===== config.mk =====
export PLATFORM = sky130hd
export DESIGN_NAME = bfs_top
export DESIGN_NICKNAME = d
export VERILOG_FILES = /design/src/rtl/bfs_pkg.sv /design/src/rtl/bfs_top.sv /design/src/rtl/bfs_qual.sv
export SDC_FILE = /design/constraint.sdc
export NUM_CORES = 1
export LEC_CHECK = 0
export ABC_CLOCK_PERIOD_IN_PS = 11900
export BUFFER_PORTS_ARGS = -buffer_cell sky130_fd_sc_hd__buf_4
export CORE_UTILIZATION = 58
export DETAILED_ROUTE_END_ITERATION = 6
export GPL_TIMING_DRIVEN = 0
export PLACE_DENSITY_LB_ADDON = 0.05
export SLEW_MARGIN = 20
export SYNTH_ARGS = -nofsm -noshare
export SYNTH_HDL_FRONTEND = slang
export SYNTH_SLANG_ARGS = --single-unit
export TNS_END_PERCENT = 1

===== constraint.sdc =====
create_clock -name sys_clk -period 11.9 [get_ports sys_clk]
set_input_delay 0.595 -clock sys_clk [delete_from_list [all_inputs] [get_ports sys_clk]]
set_output_delay 0.595 -clock sys_clk [all_outputs]
set_load 0.05 [all_outputs]

===== src/rtl/bfs_pkg.sv =====
// bfs_pkg: constants, phases and states of the ballast fault supervisor.
// assumes a 50 MHz system clock; times are least durations, rounded up.
package bfs_pkg;

   localparam longint CLK_HZ = 50_000_000;

   // least durations, in the unit that each name carries
   localparam longint T_OV_MS = 625;
   localparam longint T_LAMP_US = 620;
   localparam longint T_DC_MS = 2500;
   localparam longint T_CAP_US = 620;
   localparam longint T_IGN_MS = 237;
   localparam longint T_PFC_NS = 200;
   localparam longint T_LSC_NS = 500;
   localparam longint T_LATCH_MS = 200;
   localparam longint T_RUNCLR_S = 40;

   localparam logic [31:0] CYC_OV = 32'((T_OV_MS * CLK_HZ + 999) / 1000);
   localparam logic [31:0] CYC_LAMP =
      32'((T_LAMP_US * CLK_HZ + 999_999) / 1_000_000);
   localparam logic [31:0] CYC_DC = 32'((T_DC_MS * CLK_HZ + 999) / 1000);
   localparam logic [31:0] CYC_CAP =
      32'((T_CAP_US * CLK_HZ + 999_999) / 1_000_000);
   localparam logic [31:0] CYC_IGN = 32'((T_IGN_MS * CLK_HZ + 999) / 1000);
   localparam logic [31:0] CYC_PFC =
      32'((T_PFC_NS * CLK_HZ + 999_999_999) / 1_000_000_000);
   localparam logic [31:0] CYC_LSC =
      32'((T_LSC_NS * CLK_HZ + 999_999_999) / 1_000_000_000);
   localparam logic [31:0] CYC_LATCH =
      32'((T_LATCH_MS * CLK_HZ + 999) / 1000);
   localparam logic [31:0] CYC_RUNCLR = 32'(T_RUNCLR_S * CLK_HZ);

   // qualifier channels
   localparam int NCH = 10;
   localparam int CH_OV = 0;
   localparam int CH_LAMP = 1;
   localparam int CH_DC = 2;
   localparam int CH_CAP = 3;
   localparam int CH_IGN = 4;
   localparam int CH_LSC_LO = 5;
   localparam int CH_LSC_HI = 6;
   localparam int CH_SURGE = 7;
   localparam int CH_PFC = 8;
   localparam int CH_IGNC = 9;

   // synchronised inputs
   localparam int NIN = 12;

   typedef enum logic [2:0] {
      PH_POWERUP = 3'h0,
      PH_STARTUP = 3'h1,
      PH_SOFTSTART = 3'h2,
      PH_PREHEAT = 3'h3,
      PH_IGNITION = 3'h4,
      PH_PRERUN = 3'h5,
      PH_RUN = 3'h6
   } bfs_phase_t;

   typedef enum logic [2:0] {
      ST_NORMAL = 3'h0,
      ST_OV_DOWN = 3'h1,
      ST_SURGE_DOWN = 3'h2,
      ST_LATCH_WAIT = 3'h3,
      ST_LOCKED = 3'h4
   } bfs_state_t;

endpackage


===== src/rtl/bfs_top.sv =====
// bfs_top: fault supervisor of a fluorescent ballast controller.
// assumes phase comes from a sequencer on sys_clk, which leaves run
// phase while power_down is high; comparator inputs are asynchronous.
`timescale 1ns/100ps
`default_nettype none
module bfs_top #(
   parameter logic [31:0] OV_CYC = bfs_pkg::CYC_OV,
   parameter logic [31:0] LAMP_CYC = bfs_pkg::CYC_LAMP,
   parameter logic [31:0] DC_CYC = bfs_pkg::CYC_DC,
   parameter logic [31:0] CAP_CYC = bfs_pkg::CYC_CAP,
   parameter logic [31:0] IGN_CYC = bfs_pkg::CYC_IGN,
   parameter logic [31:0] LATCH_CYC = bfs_pkg::CYC_LATCH,
   parameter logic [31:0] RUNCLR_CYC = bfs_pkg::CYC_RUNCLR
) (
   input wire logic sys_clk,
   input wire logic rst_n,
   input wire bfs_pkg::bfs_phase_t phase,
   input wire logic uvlo_det,
   input wire logic bus_over_hi,
   input wire logic bus_below_rec,
   input wire logic lamp_peak_pos,
   input wire logic lamp_peak_neg,
   input wire logic lamp_dc_pos,
   input wire logic lamp_dc_neg,
   input wire logic cap_load_below_res,
   input wire logic run_freq_reached,
   input wire logic pfc_current_over,
   input wire logic low_side_current_lo,
   input wire logic low_side_current_hi,
   output logic pfc_on_cut,
   output logic ignition_ctrl,
   output logic power_down,
   output logic latched_fault_mode,
   output logic restart_req,
   output logic locked_off
);

   localparam logic [31:0] LIM [bfs_pkg::NCH] = '{
      OV_CYC, LAMP_CYC, DC_CYC, CAP_CYC, IGN_CYC,
      bfs_pkg::CYC_LSC, bfs_pkg::CYC_LSC, bfs_pkg::CYC_LSC,
      bfs_pkg::CYC_PFC, bfs_pkg::CYC_PFC};

   // reset release through two flops
   logic [1:0] rst_sync_ff;
   logic rst_int_n;

   always_ff @(posedge sys_clk or negedge rst_n) begin
      if (!rst_n) begin
         rst_sync_ff <= 2'h0;
      end else begin
         rst_sync_ff <= {rst_sync_ff[0], 1'b1};
      end
   end
   assign rst_int_n = rst_sync_ff[1];

   // comparator synchronisers; stage one feeds stage two only
   logic [bfs_pkg::NIN-1:0] raw_in;
   logic [bfs_pkg::NIN-1:0] sync1_ff;
   logic [bfs_pkg::NIN-1:0] sync2_ff;

   assign raw_in = {uvlo_det, bus_over_hi, bus_below_rec, lamp_peak_pos,
                    lamp_peak_neg, lamp_dc_pos, lamp_dc_neg,
                    cap_load_below_res, run_freq_reached, pfc_current_over,
                    low_side_current_lo, low_side_current_hi};

   always_ff @(posedge sys_clk or negedge rst_int_n) begin
      if (!rst_int_n) begin
         sync1_ff <= '0;
         sync2_ff <= '0;
      end else begin
         sync1_ff <= raw_in;
         sync2_ff <= sync1_ff;
      end
   end

   logic uvlo_s, ovhi_s, rec_s, lpp_s, lpn_s, ldp_s, ldn_s;
   logic cap_s, runf_s, pfc_s, lsl_s, lsh_s;
   assign {uvlo_s, ovhi_s, rec_s, lpp_s, lpn_s, ldp_s, ldn_s,
           cap_s, runf_s, pfc_s, lsl_s, lsh_s} = sync2_ff;

   // phase decode
   logic in_run, in_ign, in_pre, in_prerun, in_active, in_hi_lim;
   assign in_run = (phase == bfs_pkg::PH_RUN);
   assign in_ign = (phase == bfs_pkg::PH_IGNITION);
   assign in_pre = (phase == bfs_pkg::PH_PREHEAT);
   assign in_prerun = (phase == bfs_pkg::PH_PRERUN);
   assign in_active = (phase != bfs_pkg::PH_POWERUP);
   assign in_hi_lim = (phase == bfs_pkg::PH_STARTUP) ||
                      (phase == bfs_pkg::PH_SOFTSTART) || in_ign || in_prerun;

   logic [bfs_pkg::NCH-1:0] cond;
   logic [bfs_pkg::NCH-1:0] en;
   logic [bfs_pkg::NCH-1:0] fire;

   always_comb begin
      cond = '0;
      en = '0;
      cond[bfs_pkg::CH_OV] = ovhi_s;
      en[bfs_pkg::CH_OV] = in_run;
      cond[bfs_pkg::CH_LAMP] = lpp_s || lpn_s;
      en[bfs_pkg::CH_LAMP] = in_run;
      cond[bfs_pkg::CH_DC] = ldp_s || ldn_s;
      en[bfs_pkg::CH_DC] = in_run;
      cond[bfs_pkg::CH_CAP] = cap_s;
      en[bfs_pkg::CH_CAP] = in_run;
      cond[bfs_pkg::CH_IGN] = !runf_s;
      en[bfs_pkg::CH_IGN] = in_ign;
      cond[bfs_pkg::CH_LSC_LO] = lsl_s;
      en[bfs_pkg::CH_LSC_LO] = in_pre || in_run;
      cond[bfs_pkg::CH_LSC_HI] = lsh_s;
      en[bfs_pkg::CH_LSC_HI] = in_hi_lim;
      cond[bfs_pkg::CH_SURGE] = lsl_s && ovhi_s;
      en[bfs_pkg::CH_SURGE] = in_prerun || in_run;
      cond[bfs_pkg::CH_PFC] = pfc_s;
      en[bfs_pkg::CH_PFC] = in_active;
      cond[bfs_pkg::CH_IGNC] = lsl_s;
      en[bfs_pkg::CH_IGNC] = in_ign;
   end

   genvar g;
   generate
      for (g = 0; g < bfs_pkg::NCH; g++) begin : g_qual
         bfs_qual #(
            .LIMIT(LIM[g])
         ) u_qual (
            .sys_clk(sys_clk),
            .rst_n(rst_int_n),
            .cond(cond[g]),
            .en(en[g]),
            .fire(fire[g])
         );
      end
   endgenerate

   // corrective only: no state change
   assign pfc_on_cut = fire[bfs_pkg::CH_PFC];
   assign ignition_ctrl = fire[bfs_pkg::CH_IGNC];

   logic fault_f;
   assign fault_f = fire[bfs_pkg::CH_LAMP] || fire[bfs_pkg::CH_DC] ||
                    fire[bfs_pkg::CH_CAP] || fire[bfs_pkg::CH_IGN] ||
                    fire[bfs_pkg::CH_LSC_LO] || fire[bfs_pkg::CH_LSC_HI];

   bfs_pkg::bfs_state_t state_ff, nxt_state;
   logic used_ff, nxt_used;
   logic restart_ff, nxt_restart;
   logic [31:0] dly_ff, nxt_dly;
   logic [31:0] run_ff, nxt_run;

   always_comb begin
      nxt_state = state_ff;
      nxt_used = used_ff;
      nxt_restart = 1'b0;
      nxt_dly = 32'h0000_0000;
      nxt_run = 32'h0000_0000;
      if (uvlo_s) begin
         // lockout resets the failure latch from any state
         nxt_state = bfs_pkg::ST_NORMAL;
         nxt_used = 1'b0;
      end else begin
         case (state_ff)
            bfs_pkg::ST_NORMAL: begin
               if (in_run) begin
                  // saturate so the count does not wrap; used_ff is then cleared again on every run cycle
                  if (run_ff == RUNCLR_CYC - 32'h0000_0001) begin
                     nxt_used = 1'b0;
                     nxt_run = run_ff;
                  end else begin
                     nxt_run = run_ff + 32'h0000_0001;
                  end
               end
               // surge first: its overcurrent would also look like F
               if (fire[bfs_pkg::CH_SURGE]) begin
                  nxt_state = bfs_pkg::ST_SURGE_DOWN;
               end else if (fault_f) begin
                  if (used_ff) begin
                     nxt_state = bfs_pkg::ST_LOCKED;
                  end else begin
                     nxt_state = bfs_pkg::ST_LATCH_WAIT;
                  end
               end else if (fire[bfs_pkg::CH_OV]) begin
                  nxt_state = bfs_pkg::ST_OV_DOWN;
               end
            end
            bfs_pkg::ST_OV_DOWN: begin
               if (rec_s) begin
                  nxt_state = bfs_pkg::ST_NORMAL;
               end
            end
            bfs_pkg::ST_SURGE_DOWN: begin
               if (!ovhi_s) begin
                  nxt_state = bfs_pkg::ST_NORMAL;
               end
            end
            bfs_pkg::ST_LATCH_WAIT: begin
               if (dly_ff == LATCH_CYC - 32'h0000_0001) begin
                  nxt_state = bfs_pkg::ST_NORMAL;
                  nxt_restart = 1'b1;
                  nxt_used = 1'b1;
               end else begin
                  nxt_dly = dly_ff + 32'h0000_0001;
               end
            end
            bfs_pkg::ST_LOCKED: begin
               nxt_state = bfs_pkg::ST_LOCKED;
            end
            default: begin
               nxt_state = bfs_pkg::ST_NORMAL;
            end
         endcase
      end
   end

   always_ff @(posedge sys_clk or negedge rst_int_n) begin
      if (!rst_int_n) begin
         state_ff <= bfs_pkg::ST_NORMAL;
         used_ff <= 1'b0;
         restart_ff <= 1'b0;
         dly_ff <= 32'h0000_0000;
         run_ff <= 32'h0000_0000;
      end else begin
         state_ff <= nxt_state;
         used_ff <= nxt_used;
         restart_ff <= nxt_restart;
         dly_ff <= nxt_dly;
         run_ff <= nxt_run;
      end
   end

   assign power_down = (state_ff != bfs_pkg::ST_NORMAL);
   assign latched_fault_mode = (state_ff == bfs_pkg::ST_LATCH_WAIT) ||
                               (state_ff == bfs_pkg::ST_LOCKED);
   assign locked_off = (state_ff == bfs_pkg::ST_LOCKED);
   assign restart_req = restart_ff;

   a_pfc_cut_phase:
   assert property (@(posedge sys_clk) disable iff (!rst_int_n)
      pfc_on_cut |-> $past(pfc_s) && $past(in_active))
   else $error("pfc cut without overcurrent");

   a_ign_ctrl_phase:
   assert property (@(posedge sys_clk) disable iff (!rst_int_n)
      ignition_ctrl |-> $past(in_ign) && $past(lsl_s))
   else $error("ignition control outside ignition");

   a_ov_run_only:
   assert property (@(posedge sys_clk) disable iff (!rst_int_n)
      $rose(state_ff == bfs_pkg::ST_OV_DOWN) |-> $past(in_run, 2))
   else $error("overvoltage shutdown outside run");

   a_ov_recover:
   assert property (@(posedge sys_clk) disable iff (!rst_int_n)
      (state_ff == bfs_pkg::ST_OV_DOWN) && rec_s |=> !power_down)
   else $error("no recovery below the lower bus level");

   a_surge_recover:
   assert property (@(posedge sys_clk) disable iff (!rst_int_n)
      (state_ff == bfs_pkg::ST_SURGE_DOWN) |=> power_down || !$past(ovhi_s))
   else $error("surge shutdown left while bus still high");

   a_restart_once:
   assert property (@(posedge sys_clk) disable iff (!rst_int_n)
      restart_req |-> used_ff && $past(state_ff) == bfs_pkg::ST_LATCH_WAIT
      ##1 !restart_req)
   else $error("restart not a single pulse after latch wait");

   a_second_lockout:
   assert property (@(posedge sys_clk) disable iff (!rst_int_n)
      (state_ff == bfs_pkg::ST_NORMAL) && used_ff && fault_f &&
      !fire[bfs_pkg::CH_SURGE] && !uvlo_s |=> locked_off [*2])
   else $error("second latched fault did not lock off");

   a_uvlo_clears:
   assert property (@(posedge sys_clk) disable iff (!rst_int_n)
      uvlo_s |=> !used_ff && !power_down)
   else $error("lockout did not clear the failure latch");

endmodule // bfs_top
`default_nettype wire


===== src/rtl/bfs_qual.sv =====
// bfs_qual: one fault qualifier, fires after LIMIT sampled cycles of cond.
// assumes cond and en are already in the sys_clk domain.
`timescale 1ns/100ps
`default_nettype none
module bfs_qual #(
   parameter logic [31:0] LIMIT = 32'h0000_0001
) (
   input wire logic sys_clk,
   input wire logic rst_n,
   input wire logic cond,
   input wire logic en,
   output logic fire
);

   logic [31:0] cnt_ff;
   logic [31:0] nxt_cnt;
   logic fire_ff;
   logic nxt_fire;

   always_comb begin
      // any gap restarts the count, so only unbroken persistence counts
      if (cond && en) begin
         nxt_cnt = (cnt_ff == LIMIT) ? cnt_ff : cnt_ff + 32'h0000_0001;
      end else begin
         nxt_cnt = 32'h0000_0000;
      end
      nxt_fire = (nxt_cnt == LIMIT);
   end

   always_ff @(posedge sys_clk or negedge rst_n) begin
      if (!rst_n) begin
         cnt_ff <= 32'h0000_0000;
         fire_ff <= 1'b0;
      end else begin
         cnt_ff <= nxt_cnt;
         fire_ff <= nxt_fire;
      end
   end

   assign fire = fire_ff;

   a_fire_needs_cond:
   assert property (@(posedge sys_clk) disable iff (!rst_n)
      fire |-> $past(cond) && $past(en))
   else $error("qualifier fired without its condition");

endmodule // bfs_qual
`default_nettype wire


== Word level (Yosys, flattened, before mapping) ==
Index checks and enable logic that the tools add are counted.
Word-level totals
  register bits after elaboration: 425
  input port bits: 17
  output and inout bits: 6
  word-level logic and storage cells: 154
Cells by class
  add/subtract/negate cells: 12
  equality and inequality tests: 39
  mux-type cells: 44
  reductions and logical operators: 31
Operator list (count)
  two-way mux 32 bit: 27
  adder 32 x 1 -> 32 bit (second input constant): 12
  == test 32 x 5 -> 1 bit (second input constant): 6
  == test 32 x 15 -> 1 bit (second input constant): 4
  == test 32 x 4 -> 1 bit (second input constant): 4
  == test 32 x 24 -> 1 bit (second input constant): 3
  == test 32 x 25 -> 1 bit (second input constant): 2
  == test 32 x 27 -> 1 bit (second input constant): 2
  == test 32 x 31 -> 1 bit (second input constant): 1
  two-way mux 3 bit: 8
  one-hot mux 3 bit (5 select lines): 1
  logical OR 1 bit: 13
  == test 3 x 2 -> 1 bit (second input constant): 4
  == test 3 bit (second input constant): 4
  inequality test 3 bit (second input constant): 4
  logical AND 1 bit: 11
  nonzero test 3 bit: 3
  AND reduction 4 bit: 2
  two-way mux 1 bit: 7
  == test 3 x 1 -> 1 bit (second input constant): 2
  inequality test 5 x 3 -> 1 bit (second input constant): 1
  inequality test 4 bit (second input constant): 1
  logical NOT 3 bit: 1
  inequality test 3 x 2 -> 1 bit (second input constant): 1
  other kinds (2): 2

== Logic depth before layout (Yosys ltp) ==
Gate-level depths: netlist (run 1).
  depth in word-level cells: 9
  gate-level depth with buffers: 10
  depth with buffers taken out: 9

== Hierarchy ==
A second synthesis (run 1) with hierarchy kept.
Unflattened totals
  cell total of the unflattened synthesis: 2653
  area total of the unflattened synthesis: 24654.9 µm²
Modules (own cells, without submodules)
  bfs_qual (g_qual[5].u_qual ...): times used 3, cells each 217, area each 1995.7 µm², seq. area each 825.8 µm²
  bfs_top: times used 1, cells each 435, area each 4405.5 µm², seq. area each 2377.3 µm²
  bfs_qual (g_qual[8].u_qual ...): times used 2, cells each 237, area each 2129.5 µm², seq. area each 825.8 µm²
  bfs_qual (g_qual[1].u_qual ...): times used 2, cells each 221, area each 2043.2 µm², seq. area each 825.8 µm²
  bfs_qual (g_qual[2].u_qual): times used 1, cells each 221, area each 1983.2 µm², seq. area each 825.8 µm²
  bfs_qual (g_qual[0].u_qual): times used 1, cells each 215, area each 1971.9 µm², seq. area each 825.8 µm²
  bfs_qual (g_qual[4].u_qual): times used 1, cells each 215, area each 1961.9 µm², seq. area each 825.8 µm²

== Least setup slack after synthesis (run 1) ==
Ideal clock, no wire load.
  kind: register -> register
  from: register g_qual[8].u_qual.cnt_ff[0]
  to: register g_qual[8].u_qual.fire_ff
  setup time: 96 ps
  arrival: 2831 ps
  required time: 11804 ps
  setup slack: 8974 ps
  cell stages (with the launch flop): 10
  buffers on the path: 1
  period minus slack after synthesis: 2926 ps
  path through: dfrtp_1 -> ha_1 -> inv_1 -> or4_4 -> buf_6 -> xor2_1 -> a31oi_1 -> or4b_1 -> or4_1 -> nor4_2
Between the ends
  longest elaborated chain between the ends: 4
  elaborated cells between the ends (all ways): 5
  those cells by class: add/sub: 1; eq/ne: 2; mux: 2
RTL lines
  start, declared: RTL line bfs_qual.sv:15  | logic [31:0] cnt_ff;
  start signal, assigned: RTL line bfs_qual.sv:35  | cnt_ff <= nxt_cnt;
  adder 32 x 1 -> 32 bit / == test 32 x 4 -> 1 bit (equally long branches): RTL line bfs_qual.sv:23  | nxt_cnt = (cnt_ff == LIMIT) ? cnt_ff : cnt_ff + 32'h0000_0001;
  two-way mux 32 bit *: RTL line bfs_qual.sv:23
  two-way mux 32 bit *: RTL line bfs_qual.sv:22  | if (cond && en) begin
  == test 32 x 4 -> 1 bit *: RTL line bfs_qual.sv:27  | nxt_fire = (nxt_cnt == LIMIT);
  via g_qual[8].u_qual.nxt_fire: RTL line bfs_qual.sv:18  | logic nxt_fire;
  end signal, assigned: RTL line bfs_qual.sv:36  | fire_ff <= nxt_fire;
  end, declared: RTL line bfs_qual.sv:17  | logic fire_ff;
The timed path passes the listed nets; every way through them passes the cells marked *.
A chain may end at the register's enable or synchronous reset.

== Worst setup path in the final report (run 1) ==
  from: register g_qual[2].u_qual.cnt_ff[2]
  to: register g_qual[2].u_qual.fire_ff
Between the ends
  longest elaborated chain between the ends: 4
  elaborated cells between the ends (all ways): 5
  those cells by class: add/sub: 1; eq/ne: 2; mux: 2
RTL lines (RTL line)
  start, declared: bfs_qual.sv:15
  start signal, assigned: bfs_qual.sv:35
  adder 32 x 1 -> 32 bit / == test 32 x 27 -> 1 bit (equally long branches): bfs_qual.sv:23
  two-way mux 32 bit *: bfs_qual.sv:23
  two-way mux 32 bit *: bfs_qual.sv:22
  == test 32 x 27 -> 1 bit *: bfs_qual.sv:27
  via g_qual[2].u_qual.nxt_fire: bfs_qual.sv:18
  end signal, assigned: bfs_qual.sv:36
  end, declared: bfs_qual.sv:17
Marks and branches as above.

==> results of run 1 <==
worst max-delay path, cell delays in order, from the launching register on:
cell and delay, ns:
dfrtp_1 0.32, buf_2 0.20, and3_1 0.18, clkbuf_1 0.31
nand3_1 0.23, nor3_1 0.77, nand4_1 0.19, a2111oi_0 0.53
nand4b_1 0.16, a2111oi_0 0.62
metrics by stage:
step	hold slack [ns]	util [%]
4_1_cts	0.0917	65.5
3_3_place_gp	0.334	61.0
5_1_grt	0.106	65.5
2_1_floorplan	0.299	-
6_report	0.126	65.5
3_5_place_dp	0.336	61.5
worst paths after layout:
path	from	cells past startpoint	end	slack, ns
min	lamp_peak_pos	1	sync1_ff[8]$_DFF_PN0_	0.13
max reg2reg	g_qual[2].u_qual.cnt_ff[2]$_DFF_PN0_	9	g_qual[2].u_qual.fire$_DFF_PN0_	8.20
min in group asynchronous	rst_n	2	rst_sync_ff[1]$_DFF_PN0_	0.34
max in group asynchronous	rst_sync_ff[1]$_DFF_PN0_	2	g_qual[8].u_qual.cnt_ff[19]$_DFF_PN0_	10.49
max	g_qual[2].u_qual.cnt_ff[2]$_DFF_PN0_	9	g_qual[2].u_qual.fire$_DFF_PN0_	8.20
min reg2reg	sync1_ff[4]$_DFF_PN0_	0	sync2_ff[4]$_DFF_PN0_	0.35
cell usage in the layout (no fill, tap or decap), types with 49 or more instances in the layout:
cell / instances
clkbuf_1: 96
xor2_1: 171
nand2_1: 176
o21ai_0: 58
inv_1: 68
nor3_1: 78
nor2_1: 412
xnor2_1: 164
nand3_1: 149
a21oi_1: 73
dfrtp_1: 424
nand4_1: 128
or3_1: 50
clkbuf_16: 49
nor4_1: 99
state kept, by name, indices dropped and copies added (netlist names):
| signal | cells |
|---|---|
| dly_ff | 32 |
| used_ff | 1 |
| run_ff | 32 |
| state_ff | 3 |
| rst_sync_ff | 2 |
| sync2_ff | 12 |
| g_qual.u_qual.cnt_ff | 320 |
| g_qual.u_qual.fire | 10 |
| sync1_ff | 12 |
| restart_req | 1 |
cells by family (layout without fill, tap and decap cells):
kind of cell / count (synthesis) / after routing / share of synthesized area, %
flops: 425 / 425 / 45.3
other cells: 1 / 1 / 0.0160
fa+ha+maj: 23 / 23 / 1.21
xor+xnor: 335 / 335 / 12.5
simple gates: 1374 / 1374 / 30.9
buf+inv: 180 / 292 / 3.00
mux: 22 / 22 / 0.943
compound gates: 228 / 228 / 6.09
power by group through the flow:
stage / sequential [mW] / combinational [mW] / clock [mW]
floorplan: 1.50 / 0.0302 / 0
global placement: 1.51 / 0.0468 / 0
detailed placement: 1.49 / 0.0828 / 0
CTS: 1.46 / 0.0833 / 1.51
global route: 1.46 / 0.0919 / 1.57
finish: 1.46 / 0.0808 / 1.48
final cells by class:
| type | instances | area [um^2] | share of cell area, % |
|---|---|---|---|
| clock inverter | 23 | 223 | 0.854 |
| inverter | 68 | 255 | 0.978 |
| tap | 525 | 657 | 2.52 |
| timing repair buffer | 28 | 365 | 1.40 |
| multi-input combinational | 1983 | 12200 | 46.6 |
| clock buffer | 61 | 1350 | 5.18 |
| buffer | 112 | 449 | 1.72 |
| sequential | 425 | 10600 | 40.8 |
layer usage:
layer	routed length, um	share of wire [%]	vias to the layer above
li1	-	-	9371
met1	25400	47	9463
met2	24600	46	496
met3	2610	4.9	95
met4	1170	2.2	0
met5	0	0	-
timing repair:
action | in CTS | in global routing
gates resized for setup | 0 | 0
hold buffers | 1 | 0
endpoints found under the hold margin | 2 | 0
==> out/results.tsv, run 1 <==
stage	metric	value	unit
cells_and_area	layoutNonFillerInstCount	3225	
grt	met1_usage	38.5	%
routing	wl	53800	um
setup_path	crit_path_start_kind	register	
placement	portBuffers	19	
power	p_comb_share	2.7	%
grt	grt_most_used_layer	met2	
clocking	clock_latency	0.58	ns
placement	pre_cts_ws	7.89	ns
timing	fin_crit_sh	31.1	%
timing	tightest_slew	1.10	ns
placement	dpl.hpwl	38000	um
timing	setup_viol	0	
run	cap_violations	0	
grt	met2_usage	41.5	%
clocking	htree_num_levels	2	
setup_path	required	12.29	ns
cells_and_area	layout-drive-gt1-share	5.67	%
routing	drt_iter0_markers	1458	
die	coreArea	39800	um^2
timing	fmax	0.271	GHz
routing	vias_per_cell	6.02	
synth	synthMostInstantiatedCell	dfrtp_1	
clocking	path_clk_slew	0.06	ns
synth	yosysWarnings	0	
die	fp.dieArea	41300	um^2
synth	synthTopCellsByArea	dfrtp_1, nor2_1, xor2_1, xnor2_1, nand4_1	
clocking	numClockSinks	425	
power	power_density	116	nW/um^2
timing	period_needed	3.70	ns
power	worst_ir_drop_vdd	0.0969	mV
hold_path	hold_path.class	in -> reg	
die	start_util	59.0	%
power	leakage	9.88	nW
synth	synth_commonest_cells	dfrtp_1, nor2_1, nand2_1	
timing	final.setup.tns	0	ns
setup_path	endpoint_kind	register	
timing	rsz0062_at_grt	false	
synth	synthArstFlopShare	100	%
routing	wire_per_inst	16.7	um
die	die_h	203	um
synth	syn_inst	2588	
timing	maxSlewViolCount	0	
grt	grt_max_degree	56	
setup_path	crit_type	reg -> reg	
clocking	cts_root_buf	clkbuf_16	
synth	ys.flop_type	dfrtp_1	
cells_and_area	nFillCells	3263	
outcome	status	finished, final reports clean	
grt	overflow	0	
die	rows	73	
grt	grt_pass1_vias	18500	
routing	firstDrtPassIters	5	
grt	antenna_found_initial	0	
cells_and_area	area_growth	11.1	%
setup_path	crit_path_max_fanout	10	
timing	setup_slack	8.20	ns
cells_and_area	design_area	26100	um^2
synth	synth_area	23500	um^2
power	p_sw_share	21.8	%
grt	met3_usage	3.44	%
placement	dpl_cell_area	24500	um^2
power	report.power.total	3.02	mW
routing	remaining_drc_errors	0	
clocking	cts_buffers	47	
grt	grt_pass1_wl	91400	um
placement	dp_cells	3140	
power	seqPwrFrac	48.4	%
cells_and_area	diodes	0	
synth	ys_ff_latch	425	
synth	synth_edf_count	0	
synth	yosysTopAreaCell	dfrtp_1	
synth	ys_seq_area_share	45.3	%
power	internal_power	2.36	mW
timing	slew_headroom	25.8	%
routing	antenna_left	0	
timing	fin_skew	0.0147	ns
power	power_switching	0.658	mW
cells_and_area	layout.nets	2704	
die	io-pin-count	23	
power	clkPwrFrac	48.9	%
grt	track_usage	26.5	%
die	chipWidth	203	um
synth	synth_top_area_share	45.3	%
setup_path	arrival	4.09	ns
routing	vias	19400	
clocking	cts_tree	done	
clocking	cts_setup_buffers	0	
clocking	cts.path.max_buffers	3	
synth	synth_fp_nets	2627	
synth	avgSynthCellArea	9.07	um^2
timing	hold_viol	0	
synth	synth_cell_types	78	
placement	place_congestion	0.893	
Power figures use the tool's default switching activity.
==> run 2, diff against run 1 <==
Settings changed: ABC_CLOCK_PERIOD_IN_PS 11900 to 3600, CORE_UTILIZATION 58 to 60.
Clock period 11.9 ns to 3.6 ns, I/O delays scaled along.
==> out/results.tsv, run 2 (synthesized netlist as in run 1, its figures left out) <==
stage	metric	value	unit
clocking	cts_root_buf	clkbuf_16	
power	p_sw_share	21.8	%
setup_path	crit_chain	ha_1 > and3_1 > clkbuf_1 > nand2_2 > nor3_2 > xnor2_1 > or4_1 > or4_1 > a2111oi_0	
setup_path	slowest_stage	a2111oi_0	
clocking	cts_setup_buffers	0	
timing	rsz0062_at_grt	false	
clocking	path_clk_slew	0.06	ns
grt	track_usage	27.7	%
power	power_density	383	nW/um^2
setup_path	crit_type	reg -> reg	
cells_and_area	largest_reg_flops	320	
cells_and_area	nFillCells	3099	
power	power_switching	2.20	mW
timing	slew_headroom	28.0	%
power	worst_ir_drop_vdd	0.304	mV
cells_and_area	layout.nets	2717	
cells_and_area	layoutNonFillerInstCount	3232	
die	die_h	200	um
grt	met2_usage	44.0	%
setup_path	cp_num_buf_inv	1	
outcome	status	finished, final reports clean	
grt	overflow	0	
run	cap_violations	0	
die	chipWidth	200	um
setup_path	cp_top_family	simple AND/OR/NAND/NOR gates	
power	leakage	9.95	nW
clocking	cts_buffers	47	
die	start_util	60.8	%
routing	antenna_left	0	
timing	period_needed	3.43	ns
power	internal_power	7.88	mW
die	io-pin-count	23	
die	fp.dieArea	39900	um^2
hold_path	hold_start	phase[1]	
routing	firstDrtPassIters	5	
setup_path	crit_path_start_kind	register	
timing	maxSlewViolCount	0	
timing	final.setup.tns	0	ns
routing	remaining_drc_errors	0	
setup_path	max_stage_delay	0.63	ns
setup_path	crit_path_max_fanout	7	
routing	drt_iter0_markers	1506	
clocking	cts.path.max_buffers	3	
routing	vias_per_cell	6.03	
timing	holdWs	0.228	ns
setup_path	critPathLaunch	g_qual[4].u_qual.cnt_ff[0]$_DFF_PN0_	
cells_and_area	area_growth	11.9	%
power	seqPwrFrac	47.9	%
setup_path	cpMostUsedCell	or4_1	
die	rows	72	
die	coreArea	38600	um^2
cells_and_area	layout_common_cells	dfrtp_1, nor2_1, nand2_1	
timing	hold_viol	0	
power	p_comb_share	2.8	%
setup_path	required	3.99	ns
timing	tightest_slew	1.07	ns
placement	dpl.hpwl	37500	um
timing	fin_crit_sh	95.2	%
grt	grt_most_used_layer	met2	
timing	fmax	0.292	GHz
cells_and_area	layout_commonest_cell	dfrtp_1	
setup_path	endpoint_kind	register	
cells_and_area	reg_top3	g_qual.u_qual.cnt_ff: 320 flops, dly_ff: 32 flops, run_ff: 32 flops	
routing	wire_per_inst	16.8	um
grt	grt_pass1_wl	90500	um
routing	vias	19500	
clocking	numClockSinks	425	
placement	dp_cells	3133	
setup_path	rr_startpoint	g_qual[4].u_qual.cnt_ff[0]$_DFF_PN0_	
setup_path	arrival	3.82	ns
clocking	clock_latency	0.58	ns
cells_and_area	regMostFlops	g_qual.u_qual.cnt_ff	
grt	grt_pass1_vias	18700	
grt	grt_max_degree	57	
grt	antenna_found_initial	1	
clocking	htree_num_levels	2	
hold_path	hold_path.class	in -> reg	
placement	portBuffers	19	
timing	setup_viol	0	
placement	place_congestion	0.933	
clocking	cts_tree	done	
grt	met3_usage	3.86	%
routing	wl	54200	um
grt	met1_usage	39.4	%
cells_and_area	layout-drive-gt1-share	5.60	%
power	clkPwrFrac	49.3	%
timing	fin_skew	0.0129	ns
==> run 2: per-stage QoR <==
step / util [%] / instance area (um^2) / setup slack (ns) / power, mW
6_report: 68.0 / 26300 / 0.172 / 10.1
5_1_grt: 68.0 / 26300 / 0.000474 / 10.4
4_1_cts: 67.9 / 26200 / 0.0817 / 10.2
3_5_place_dp: 63.4 / 24500 / -0.0149 / 5.19
3_3_place_gp: 62.8 / 24300 / -2.10 / 5.15
2_1_floorplan: - / 23500 / -0.566 / 5.07
==> run 2: final cells by class <==
| cell class | count | area, um^2 | area share (%) |
|---|---|---|---|
| Buffer | 112 | 449 | 1.71 |
| Timing Repair Buffer | 41 | 495 | 1.89 |
| Clock buffer | 70 | 1420 | 5.38 |
| Inverter | 68 | 255 | 0.971 |
| Multi-Input combinational cell | 1983 | 12200 | 46.4 |
| Antenna cell | 1 | 2.50 | 0.00952 |
| Sequential cell | 425 | 10600 | 40.5 |
| Clock inverter | 14 | 181 | 0.690 |
| Tap cell | 518 | 648 | 2.47 |
==> run 2: tightest hold or removal path, stage by stage <==
cell and delay [ns]:
clkbuf_1 0.18, and3_1 0.25, and2_1 0.15
==> run 2: routing by layer <==
metal,up-vias,routed length [um]
li1,9416,-
met1,9493,25400
met2,488,25200
met3,84,2670
met4,0,958
met5,-,0
==> run 2: power groups by stage <==
| stage | Combinational (mW) | Sequential (mW) | Clock (mW) |
|---|---|---|---|
| after floorplan | 0.0997 | 4.97 | 0 |
| after global placement | 0.155 | 5.00 | 0 |
| after detailed placement | 0.276 | 4.91 | 0 |
| after CTS | 0.290 | 4.83 | 5.07 |
| after global routing | 0.321 | 4.83 | 5.26 |
| final | 0.282 | 4.83 | 4.97 |
==> run 2: path summary, 6_finish.rpt <==
kind                                                          to  slack (ns)  cells past startpoint
setup reg to reg                 g_qual[4].u_qual.fire$_DFF_PN0_        0.17                      9
hold reg to reg            g_qual[5].u_qual.cnt_ff[22]$_DFF_PN0_        0.29                      0
max in group asynchronous  g_qual[8].u_qual.cnt_ff[22]$_DFF_PN0_        2.34                      2
min in group asynchronous  g_qual[5].u_qual.cnt_ff[22]$_DFF_PN0_        0.29                      0
hold / removal              g_qual[5].u_qual.cnt_ff[2]$_DFF_PN0_        0.23                      3
setup / recovery                 g_qual[4].u_qual.fire$_DFF_PN0_        0.17                      9
==> run 2: repair_timing <==
item	4_1_cts	5_1_grt
hold buffers	14	0
hold endpoints to repair	14	0
gates resized for setup	1	6
endpoints found under the setup margin	1	3
